$ cat config.mk
export PLATFORM = sky130hd
export DESIGN_NAME = ibgs_top
export DESIGN_NICKNAME = d
export VERILOG_FILES = /design/src/pkg/ibgs_pkg.sv /design/src/rtl/ibgs_top.sv /design/src/rtl/ibgs_rate_gen.sv
export VERILOG_INCLUDE_DIRS = /design/src /design/src/pkg
export SDC_FILE = /design/constraint.sdc
export NUM_CORES = 1
export LEC_CHECK = 0
export BUFFER_PORTS_ARGS = -buffer_cell sky130_fd_sc_hd__buf_2
export CAP_MARGIN = 20
export CORE_MARGIN = 2
export CORE_UTILIZATION = 35
export CTS_BUF_LIST = sky130_fd_sc_hd__clkbuf_4
export DETAILED_ROUTE_END_ITERATION = 10
export HOLD_SLACK_MARGIN = 0.08
export PLACE_DENSITY = 0.67
export SLEW_MARGIN = 20
export SYNTH_ARGS = -nofsm -noshare
export SYNTH_HDL_FRONTEND = slang
export SYNTH_SLANG_ARGS = --single-unit
$ cat constraint.sdc
create_clock -name clk -period 2.21 [get_ports clk]
set_input_delay 0.442 -clock clk [delete_from_list [all_inputs] [get_ports clk]]
set_output_delay 0.442 -clock clk [all_outputs]
set_load 0.01 [all_outputs]
$ cat src/pkg/ibgs_params.svh
// offsets, field positions, reset values and widths of the rate generator and bus status block
`ifndef IBGS_PARAMS_SVH
`define IBGS_PARAMS_SVH

// register indices as printed; the byte address is four times the index
`define IBGS_IDX_BRH       24'hFFE243
`define IBGS_IDX_BRL       24'hFFE244
`define IBGS_IDX_STATE     24'hFFE245
`define IBGS_IDX_MODE      24'hFFE250
`define IBGS_AW            26
`define IBGS_BADDR_BRH     {`IBGS_IDX_BRH, 2'b00}
`define IBGS_BADDR_BRL     {`IBGS_IDX_BRL, 2'b00}
`define IBGS_BADDR_STATE   {`IBGS_IDX_STATE, 2'b00}
`define IBGS_BADDR_MODE    {`IBGS_IDX_MODE, 2'b00}

// reset values
`define IBGS_BRH_RST       8'hFF
`define IBGS_BRL_RST       8'hFF
`define IBGS_MODE_RST      1'b0

// status field positions
`define IBGS_BIT_ACK_VALID_FLAG      7
`define IBGS_BIT_ACK       6
`define IBGS_BIT_AS        5
`define IBGS_BIT_DS        4
`define IBGS_BIT_TENB      3
`define IBGS_BIT_RESTART_FLAG      2
`define IBGS_BIT_CLOCK_OUTPUT_LEVEL    1
`define IBGS_BIT_BUSY      0
`define IBGS_BIT_DIAGNOSTIC_MODE      0

// ten-bit address prefix and the zero-reload equivalent period
`define IBGS_TENB_PREFIX   5'h1E
`define IBGS_ZERO_PERIOD   17'h10000

`endif

$ cat src/pkg/ibgs_pkg.sv
// types shared by the rate generator and bus status block
package ibgs_pkg;

  // events and levels from the bus engine, same clock
  typedef struct packed {
    logic       transmitting;
    logic       ack_evt;
    logic       ack_value;
    logic       tx_byte_start;
    logic       stop_evt;
    logic       restart_evt;
    logic       start_req;
    logic       master;
    logic [4:0] addr_hi5;
    logic       addr_sent;
    logic       addr_phase;
    logic       data_phase;
    logic       scl_drive;
    logic       bus_busy;
    logic [3:0] main_state;
    logic [3:0] substate;
  } ibgs_evt_t;

  // avalon slave handshake states, one-hot
  typedef enum logic [1:0] {
    IBGS_BUS_IDLE   = 2'b01,
    IBGS_BUS_ANSWER = 2'b10
  } ibgs_bus_state_t;

endpackage

$ cat src/rtl/ibgs_top.sv
// baud rate generator and bus state readback with an avalon-mm slave
//
// Register access over Avalon-MM was decided locally.
`timescale 1ns/1ps
`include "ibgs_params.svh"

// Overview of operation
// - reload is high byte over low byte
// - bit rate is clock over four reloads
// - zero reload divides as 65536
// - diagnostic_mode read of high gives counter high
// - diagnostic_mode read of low gives counter low
// - state register read-only, flags or state code
// - ack valid set after sent byte answered
// - ack valid cleared on next byte, stop, restart
// - ack flag holds last byte's response
// - address flag high during address transfer
// - data flag high during data transfer
// - ten-bit flag from 11110b prefix on a master start request, cleared after address
// - restart flag: zero stop, one restart
// - clock output flag shows driven level
// - busy flag high while transaction runs
// - diagnostic_mode state: main nibble over substate nibble

module ibgs_top #(
  parameter int AW = `IBGS_AW,
  parameter int CW = 16
) (
  // clock and reset
  input  wire logic              clk,
  input  wire logic              srst,
  // avalon-mm slave
  input  wire logic [AW-1:0]     avs_address,
  input  wire logic              avs_read,
  input  wire logic              avs_write,
  input  wire logic [31:0]       avs_writedata,
  input  wire logic [3:0]        avs_byteenable,
  output logic [31:0]            avs_readdata,
  output logic                   avs_waitrequest,
  // bus engine side
  input  wire ibgs_pkg::ibgs_evt_t engine_evt,
  output logic                   rate_tick,
  output logic [1:0]             rate_phase,
  output logic                   diagnostic_mode,
  output logic [CW-1:0]          rate_reload_value
);

  import ibgs_pkg::*;

  ////////////////////////////////////////////////////////////////////////////
  // address decode

  wire           hit_brh   = (avs_address == AW'(`IBGS_BADDR_BRH));
  wire           hit_brl   = (avs_address == AW'(`IBGS_BADDR_BRL));
  wire           hit_state = (avs_address == AW'(`IBGS_BADDR_STATE));
  wire           hit_mode  = (avs_address == AW'(`IBGS_BADDR_MODE));
  wire           lane0     = avs_byteenable[0];

  ibgs_bus_state_t bus_state_r;
  ibgs_bus_state_t bus_state_nxt;
  logic            waitreq_r;
  logic [31:0]     rdata_r;
  logic [31:0]     rdata_nxt;

  wire             req       = avs_read || avs_write;
  // a write lands at the edge where waitrequest is seen low
  wire             commit    = req && (bus_state_r == IBGS_BUS_ANSWER);
  wire             wr_commit = commit && avs_write && lane0;
  wire             wr_brh    = wr_commit && hit_brh;
  wire             wr_brl    = wr_commit && hit_brl;
  wire             wr_mode   = wr_commit && hit_mode;

  ////////////////////////////////////////////////////////////////////////////
  // software registers

  logic [7:0] reload_high_byte_r;
  logic [7:0] reload_low_byte_r;
  logic       diagnostic_mode_r;

  always_ff @(posedge clk) begin
    if (srst) begin
      reload_high_byte_r <= `IBGS_BRH_RST;
      reload_low_byte_r  <= `IBGS_BRL_RST;
      diagnostic_mode_r             <= `IBGS_MODE_RST;
    end else begin
      if (wr_brh) begin
        reload_high_byte_r <= avs_writedata[7:0];
      end
      if (wr_brl) begin
        reload_low_byte_r <= avs_writedata[7:0];
      end
      if (wr_mode) begin
        diagnostic_mode_r <= avs_writedata[`IBGS_BIT_DIAGNOSTIC_MODE];
      end
    end
  end

  wire [CW-1:0] reload_w = {reload_high_byte_r, reload_low_byte_r};

  // counter restarts one cycle after a reload byte changes
  logic reload_wr_r;

  always_ff @(posedge clk) begin
    if (srst) begin
      reload_wr_r <= 1'b0;
    end else begin
      reload_wr_r <= wr_brh || wr_brl;
    end
  end

  ////////////////////////////////////////////////////////////////////////////
  // rate generator

  logic [CW-1:0] rate_count;

  ibgs_rate_gen #(
    .CW      (CW)
  ) u_rate_gen (
    .clk     (clk),
    .srst    (srst),
    .reload  (reload_w),
    .restart (reload_wr_r),
    .count   (rate_count),
    .tick    (rate_tick),
    .phase   (rate_phase)
  );

  ////////////////////////////////////////////////////////////////////////////
  // bus status flags

  logic ack_valid_flag_r;
  logic ack_r;
  logic address_phase_flag_r;
  logic data_phase_flag_r;
  logic ten_bit_address_flag_r;
  logic restart_flag_r;
  logic clock_output_level_r;
  logic bus_busy_r;
  logic [3:0] main_state_nibble_r;
  logic [3:0] substate_nibble_r;

  wire ack_valid_flag_set   = engine_evt.ack_evt && engine_evt.transmitting;
  wire ack_valid_flag_clr   = engine_evt.tx_byte_start || engine_evt.stop_evt || engine_evt.restart_evt;
  wire tenb_set   = engine_evt.start_req && engine_evt.master &&
                    (engine_evt.addr_hi5 == `IBGS_TENB_PREFIX);
  wire stop_restart_event_evt   = engine_evt.stop_evt || engine_evt.restart_evt;

  always_ff @(posedge clk) begin
    if (srst) begin
      ack_valid_flag_r       <= 1'b0;
      ack_r                  <= 1'b0;
      ten_bit_address_flag_r <= 1'b0;
      restart_flag_r         <= 1'b0;
    end else begin
      // a set in the same cycle as a clear wins
      if (ack_valid_flag_set) begin
        ack_valid_flag_r <= 1'b1;
      end else if (ack_valid_flag_clr) begin
        ack_valid_flag_r <= 1'b0;
      end
      if (engine_evt.ack_evt) begin
        ack_r <= engine_evt.ack_value;
      end
      if (tenb_set) begin
        ten_bit_address_flag_r <= 1'b1;
      end else if (engine_evt.addr_sent) begin
        ten_bit_address_flag_r <= 1'b0;
      end
      if (stop_restart_event_evt) begin
        restart_flag_r <= engine_evt.restart_evt;
      end
    end
  end

  // live levels tracked one cycle behind the engine
  always_ff @(posedge clk) begin
    if (srst) begin
      address_phase_flag_r <= 1'b0;
      data_phase_flag_r    <= 1'b0;
      clock_output_level_r <= 1'b1;
      bus_busy_r           <= 1'b0;
      main_state_nibble_r  <= 4'h0;
      substate_nibble_r    <= 4'h0;
    end else begin
      address_phase_flag_r <= engine_evt.addr_phase;
      data_phase_flag_r    <= engine_evt.data_phase;
      clock_output_level_r <= engine_evt.scl_drive;
      bus_busy_r           <= engine_evt.bus_busy;
      main_state_nibble_r  <= engine_evt.main_state;
      substate_nibble_r    <= engine_evt.substate;
    end
  end

  logic [7:0] status_flags;

  always_comb begin
    status_flags                     = 8'h00;
    status_flags[`IBGS_BIT_ACK_VALID_FLAG]     = ack_valid_flag_r;
    status_flags[`IBGS_BIT_ACK]      = ack_r;
    status_flags[`IBGS_BIT_AS]       = address_phase_flag_r;
    status_flags[`IBGS_BIT_DS]       = data_phase_flag_r;
    status_flags[`IBGS_BIT_TENB]     = ten_bit_address_flag_r;
    status_flags[`IBGS_BIT_RESTART_FLAG]     = restart_flag_r;
    status_flags[`IBGS_BIT_CLOCK_OUTPUT_LEVEL]   = clock_output_level_r;
    status_flags[`IBGS_BIT_BUSY]     = bus_busy_r;
  end

  ////////////////////////////////////////////////////////////////////////////
  // read mux and handshake

  wire [7:0] diagnostic_mode_code  = {main_state_nibble_r, substate_nibble_r};
  wire [7:0] brh_read   = diagnostic_mode_r ? rate_count[15:8] : reload_high_byte_r;
  wire [7:0] brl_read   = diagnostic_mode_r ? rate_count[7:0] : reload_low_byte_r;
  wire [7:0] state_read = diagnostic_mode_r ? diagnostic_mode_code : status_flags;

  always_comb begin
    rdata_nxt = 32'h0000_0000;
    if (hit_brh) begin
      rdata_nxt[7:0] = brh_read;
    end else if (hit_brl) begin
      rdata_nxt[7:0] = brl_read;
    end else if (hit_state) begin
      rdata_nxt[7:0] = state_read;
    end else if (hit_mode) begin
      rdata_nxt[`IBGS_BIT_DIAGNOSTIC_MODE] = diagnostic_mode_r;
    end
  end

  always_comb begin
    bus_state_nxt = bus_state_r;
    unique case (bus_state_r)
      IBGS_BUS_IDLE: begin
        if (req) begin
          bus_state_nxt = IBGS_BUS_ANSWER;
        end
      end
      IBGS_BUS_ANSWER: begin
        bus_state_nxt = IBGS_BUS_IDLE;
      end
      default: begin
        bus_state_nxt = IBGS_BUS_IDLE;
      end
    endcase
  end

  // one wait cycle keeps read data a clean flop output
  always_ff @(posedge clk) begin
    if (srst) begin
      bus_state_r <= IBGS_BUS_IDLE;
      waitreq_r   <= 1'b1;
      rdata_r     <= 32'h0000_0000;
    end else begin
      bus_state_r <= bus_state_nxt;
      waitreq_r   <= !(req && (bus_state_r == IBGS_BUS_IDLE));
      if (req && (bus_state_r == IBGS_BUS_IDLE) && avs_read) begin
        rdata_r <= rdata_nxt;
      end
    end
  end

  assign avs_readdata      = rdata_r;
  assign avs_waitrequest   = waitreq_r;
  assign diagnostic_mode   = diagnostic_mode_r;
  assign rate_reload_value = reload_w;

  ////////////////////////////////////////////////////////////////////////////
  // checks

  // period measurement between ticks
  logic [16:0] gap_r;
  logic        stable_r;
  wire  [16:0] eff_period = (reload_w == 16'h0000) ? `IBGS_ZERO_PERIOD : {1'b0, reload_w};

  always_ff @(posedge clk) begin
    if (srst) begin
      gap_r    <= 17'h00001;
      stable_r <= 1'b0;
    end else begin
      gap_r    <= rate_tick ? 17'h00001 : gap_r + 17'h00001;
      if (reload_wr_r || wr_brh || wr_brl) begin
        stable_r <= 1'b0;
      end else if (rate_tick) begin
        stable_r <= 1'b1;
      end
    end
  end
endmodule

$ cat src/rtl/ibgs_rate_gen.sv
// down-counting rate generator producing the quarter-bit tick
`timescale 1ns/1ps
`include "ibgs_params.svh"

module ibgs_rate_gen #(
  parameter int CW = 16
) (
  // clock and reset
  input  wire logic          clk,
  input  wire logic          srst,
  // control
  input  wire logic [CW-1:0] reload,
  input  wire logic          restart,
  // timing out
  output logic [CW-1:0]      count,
  output logic               tick,
  output logic [1:0]         phase
);

  logic [CW-1:0] cnt_r;
  logic [CW-1:0] cnt_nxt;
  logic          tick_r;
  logic [1:0]    phase_r;
  wire           expire = (cnt_r == {{(CW-1){1'b0}}, 1'b1});

  // zero wraps through all ones, so it counts as 65536
  assign cnt_nxt = (restart || expire) ? reload : cnt_r - {{(CW-1){1'b0}}, 1'b1};

  always_ff @(posedge clk) begin
    if (srst) begin
      cnt_r   <= {`IBGS_BRH_RST, `IBGS_BRL_RST};
      tick_r  <= 1'b0;
      phase_r <= 2'h0;
    end else begin
      cnt_r   <= cnt_nxt;
      tick_r  <= expire && !restart;
      // four quarter ticks make one bit period
      if (expire && !restart) begin
        phase_r <= phase_r + 2'h1;
      end
    end
  end

  assign count = cnt_r;
  assign tick  = tick_r;
  assign phase = phase_r;
endmodule

Yosys cells after proc, flatten, opt, wreduce, memory -nomap -nowiden
Cells that the tools add are included.
- register bits after elaboration: 64
- input port bits: 92
- output and inout bits: 53
- word-level logic and storage cells: 67
- add/sub/neg operators: 2
- equal/unequal tests: 8
- multiplexer cells: 13
- bitwise gates (word level): 1
- reduce and logical (&&, ||, !) cells: 23
- operators with widths (operator ; count):
    26-bit == test, second input constant ; 4
    8-bit two-way mux ; 5
    16-bit by 1-bit == test with 1-bit output, second input constant ; 1
    16-bit two-way mux ; 1
    16-bit by 1-bit subtractor with 16-bit output, second input constant ; 1
    1-bit logical AND ; 12
    7-bit two-way mux ; 1
    1-bit logical OR ; 6
    1-bit two-way mux ; 6
    5-bit == test, second input constant ; 1
    2-bit nonzero test ; 2
    2-bit by 1-bit adder with 2-bit output, second input constant ; 1
    2-bit by 1-bit == test with 1-bit output, second input constant ; 1
    2-bit == test, second input constant ; 1
    1-bit zero test ; 2
    2-bit OR reduction ; 1
    1-bit inverter ; 1

Depth between registers and ports, before layout
- depth in word-level cells: 6
- depth in mapped cells: 7
- mapped depth without buffers: 6

Modules after synthesis
A second synthesis with hierarchy kept.
- cells, all modules: 339
- area, all modules: 3225.6 um2
- by module, submodules not included (module ; times used ; cells each ; area an instance (um2) ; seq. area each (um2)):
    ibgs_top ; 1 ; 231 ; 2244.7 ; 900.9
    ibgs_rate_gen ; 1 ; 108 ; 980.9 ; 380.4

Worst setup path after synthesis
OpenSTA, ideal clock, no wires.
- kind: input-to-reg
- from: in avs_address[1]
- to: reg reload_high_byte_r[0]
- library setup time: 0.129 ns
- arrival: 1.945 ns
- data required time: 2.081 ns
- path slack: 0.136 ns
- cell stages on the path: 6
- buffers on the path: 1
- cells stage by stage: or2_1 -> or4_4 -> or4_1 -> buf_6 -> mux2i_1 -> nand2_1
- longest elaborated chain between the ends: 2
- ends and longest elaborated chain (item ; RTL line ; text):
    start, declared ; ibgs_top.sv:33 ; input wire logic [AW-1:0] avs_address,
    26-bit == test ; ibgs_top.sv:53 ; wire hit_brh = (avs_address == AW'(`IBGS_BADDR_BRH));
    1-bit logical AND ; ibgs_top.sv:69 ; wire wr_brh = wr_commit && hit_brh;
    end signal, assigned ; ibgs_top.sv:82 ; reload_high_byte_r <= `IBGS_BRH_RST;
    end signal, assigned ; ibgs_top.sv:87 ; reload_high_byte_r <= avs_writedata[7:0];
    end, declared ; ibgs_top.sv:76 ; logic [7:0] reload_high_byte_r;
Every way passes these cells.
A chain may end at the register's enable or synchronous reset.

Worst setup path in the final report
- from: reg u_rate_gen.cnt_r[8] (netlist: u_rate_gen.count[8])
- to: reg u_rate_gen.cnt_r[6] (netlist: u_rate_gen.count[6])
- longest elaborated chain between the ends: 3
- ends and longest elaborated chain (item ; RTL line ; text):
    start, declared ; ibgs_rate_gen.sv:20 ; logic [CW-1:0] cnt_r;
    start signal, assigned ; ibgs_rate_gen.sv:31 ; cnt_r <= {`IBGS_BRH_RST, `IBGS_BRL_RST};
    start signal, assigned ; ibgs_rate_gen.sv:35 ; cnt_r <= cnt_nxt;
    16-bit by 1-bit == test with 1-bit output ; ibgs_rate_gen.sv:24 ; wire expire = (cnt_r == {{(CW-1){1'b0}}, 1'b1});
    1-bit logical OR ; ibgs_rate_gen.sv:27 ; assign cnt_nxt = (restart || expire) ? reload : cnt_r - {{(CW-1){1'b0}}, 1'b1};
    16-bit two-way mux ; ibgs_rate_gen.sv:27 ;
Every way passes these cells.

==> results.toml <==
[clock_network]
cts.clk_slew.worst_paths_ns = 0.10
ctsRootBufferMaster = "clkbuf_4"
cts_hold_buf = 0
htreeDepth = 3
postCtsSetupRepairBufs = 0
cts_max_path_buffers = 2
clock_sinks = 64
cts_tree = "done"
cts.repair.resized = 0
cts_made_buffers = 9
clk_latency_ns = 0.40

[layout]
fin_cells = 555
diodes = 0
layout_commonest_cell = "buf_2"
drive_above_1_share = 0.3020
nNetsFinal = 539
final_cell_mix = "buf_2, dfxtp_1, nand2_1"
area_growth_pct = 21.00

[route]
drc_errors = 0
initialDrtViolationCount = 160
viasPerCell = 4.942
routed_wirelength_um = 7770
wire_per_inst_um = 14.00
ant_nets = 0
dr.pass1.iters = 4
vias = 2743

[run]
cap_viol_max_count = 0

[pwr]
peakVddDrop_v = 0.0002739
leakagePower_nw = 1.573
p_per_area_nw_per_um2 = 517.8

[placed_design]
dpl.hpwl_um = 6148
gp_congestion = 0.9198
port_buffers = 93
placed_cells = 542

[sta]
max_freq_mhz = 476.9
setup_viol = 0
hold_violations = 0
rsz0062_at_grt = "no"
tightest_slew_ns = 0.5828
min_period_ns = 2.097
slew_headroom = 0.6109
skew_ns = 0.01418
hold_slack_ns = 0.2141
timing.final.crit_share = 0.9488
drv_slew = 0

[synth]
ys_ff_latch = 64
syn_area_um2 = 3152
yosysTopAreaCellShare = 0.4065
syn_area_per_cell_um2 = 9.325
yosys-top-cells-area = "dfxtp_1, mux2i_1, buf_4"
synth.yosys.seq_area_share = 0.4065
synth-edff-count = 0
synthCells = 338
synth.distinct_cells = 48
async_reset_ff_frac = 0
synth_area_leader_cell = "dfxtp_1"
ys_warn_count = 0
synth_top_flop_cell = "dfxtp_1"

[global_route]
grt_overflow = 0
grt_first_pass_wirelength_um = 12390
antenna_found_initial = 0
grt_max_degree = 19
grt_pass1_vias = 2604
grt_usage = 0.1606

[worst_setup_path]
worst_setup_path_end_kind = "flop"
cp.required_ns = 2.48
arrival_ns = 2.37
r2r-start = "u_rate_gen.count[8]"
critPathLaunchType = "flop"
worstSetupPathType = "reg2reg"
setup.worst_path.start = "u_rate_gen.count[8]"
cp_max_fo = 13

[status]
status = "completed"

[floorplan]
initial_core_util = 0.3614
ioPinCount = 145
rows = 34
core_um2 = 8721
die_h_um = 98.90
die_area_um2 = 9780
die_w_um = 98.90

[min_path]
min_from = "engine_evt[9]"
hp-class = "in2reg"
==> synthesized netlist by cell type, drive strengths merged, types with 3 or more instances <==
master,n
o2bb2ai,6
or2,4
mux2i,20
nor2,20
clkbuf,8
mux4,7
o211ai,10
a22o,6
or4,4
or3,3
nand4b,3
buf,30
xnor2,12
dfxtp,64
a211oi,6
nor2b,18
nand4,4
nor4,6
nand3,3
nand2,39
a21oi,14
nor3,15
xor2,3
inv,8
nand2b,3
==> metal layers <==
layer,part of all wire,vias to the layer above,global-route usage
met5,0,-,0
met4,0.012,0,0.05690
met3,0.070,10,0.04539
met2,0.48,101,0.2729
met1,0.44,1258,0.1940
li1,-,1374,-
==> area by class of cell <==
| type | count | area, um2 |
|---|---|---|
| well taps | 108 | 135.1 |
| clock inverters | 3 | 12.51 |
| multi-input cells | 250 | 1675 |
| flip-flops and latches | 64 | 1281 |
| fillers | 843 | 4907 |
| clock buffers | 10 | 75.07 |
| inverters | 9 | 33.78 |
| repair buffers | 111 | 600.6 |
==> sequential cells by signal, summed over array words and instances, names as in the netlist <==
signal,flops
substate_nibble_r,4
data_phase_flag_r,1
address_phase_flag_r,1
ten_bit_address_flag_r,1
u_rate_gen.phase,2
restart_flag_r,1
reload_wr_r,1
diagnostic_mode,1
avs_readdata,8
bus_busy_r,1
ack_r,1
u_rate_gen.tick,1
u_rate_gen.count,16
bus_state_r,2
clock_output_level_r,1
reload_low_byte_r,8
avs_waitrequest,1
main_state_nibble_r,4
ack_valid_flag_r,1
reload_high_byte_r,8
==> power breakdown <==
part	internal [mW]	total [mW]	switching [mW]
Combinational	0.0885	0.185	0.0966
Clock	0.217	0.597	0.380
Sequential	1.18	1.19	0.0156
==> worst paths after layout <==
check	end	slack, ns	cells past startpoint
worst max-delay path	u_rate_gen.count[6]	0.11	5
worst min-delay path	clock_output_level_r	0.21	2
worst max register to register	u_rate_gen.count[6]	0.11	5
worst min register to register	avs_readdata[2]	0.48	1
==> per-stage QoR <==
| step | utilization | TNS [ns] | power (mW) | area [um2] | setup WS, ns |
|---|---|---|---|---|---|
| final | 0.4373 | 0 | 1.975 | 3814 | 0.1132 |
| after global routing | 0.4373 | 0 | 2.073 | 3814 | 0.006672 |
| after CTS | 0.4373 | 0 | 2.000 | 3814 | 0.1226 |
| after detailed placement | 0.4273 | -0.8348 | 1.405 | 3726 | -0.06895 |
| after global placement | 0.4273 | -0.7718 | 1.398 | 3726 | -0.05464 |
| after floorplan | - | 0 | 1.339 | 3238 | 0.1356 |
==> cell families after synthesis <==
family                   count (synthesis)  share of synthesized area
XOR/XNOR                                15                    0.04168
adder cells (fa/ha/maj)                  2                   0.007938
AND/OR/NAND/NOR                        132                     0.2267
other                                    1                   0.001190
AO/OA/AOI/OAI                           50                     0.1131
multiplexers                            27                     0.1135
buffers and inverters                   47                    0.08932
flip-flops                              64                     0.4065
==> critical path, stage by stage, from the launching register on <==
cell	delay [ns]
dfxtp_1	0.35
or4_1	0.65
nor4_4	0.37
a21o_1	0.25
buf_4	0.21
o211ai_1	0.12
Note: power is estimated with default switching activity, not from simulation.
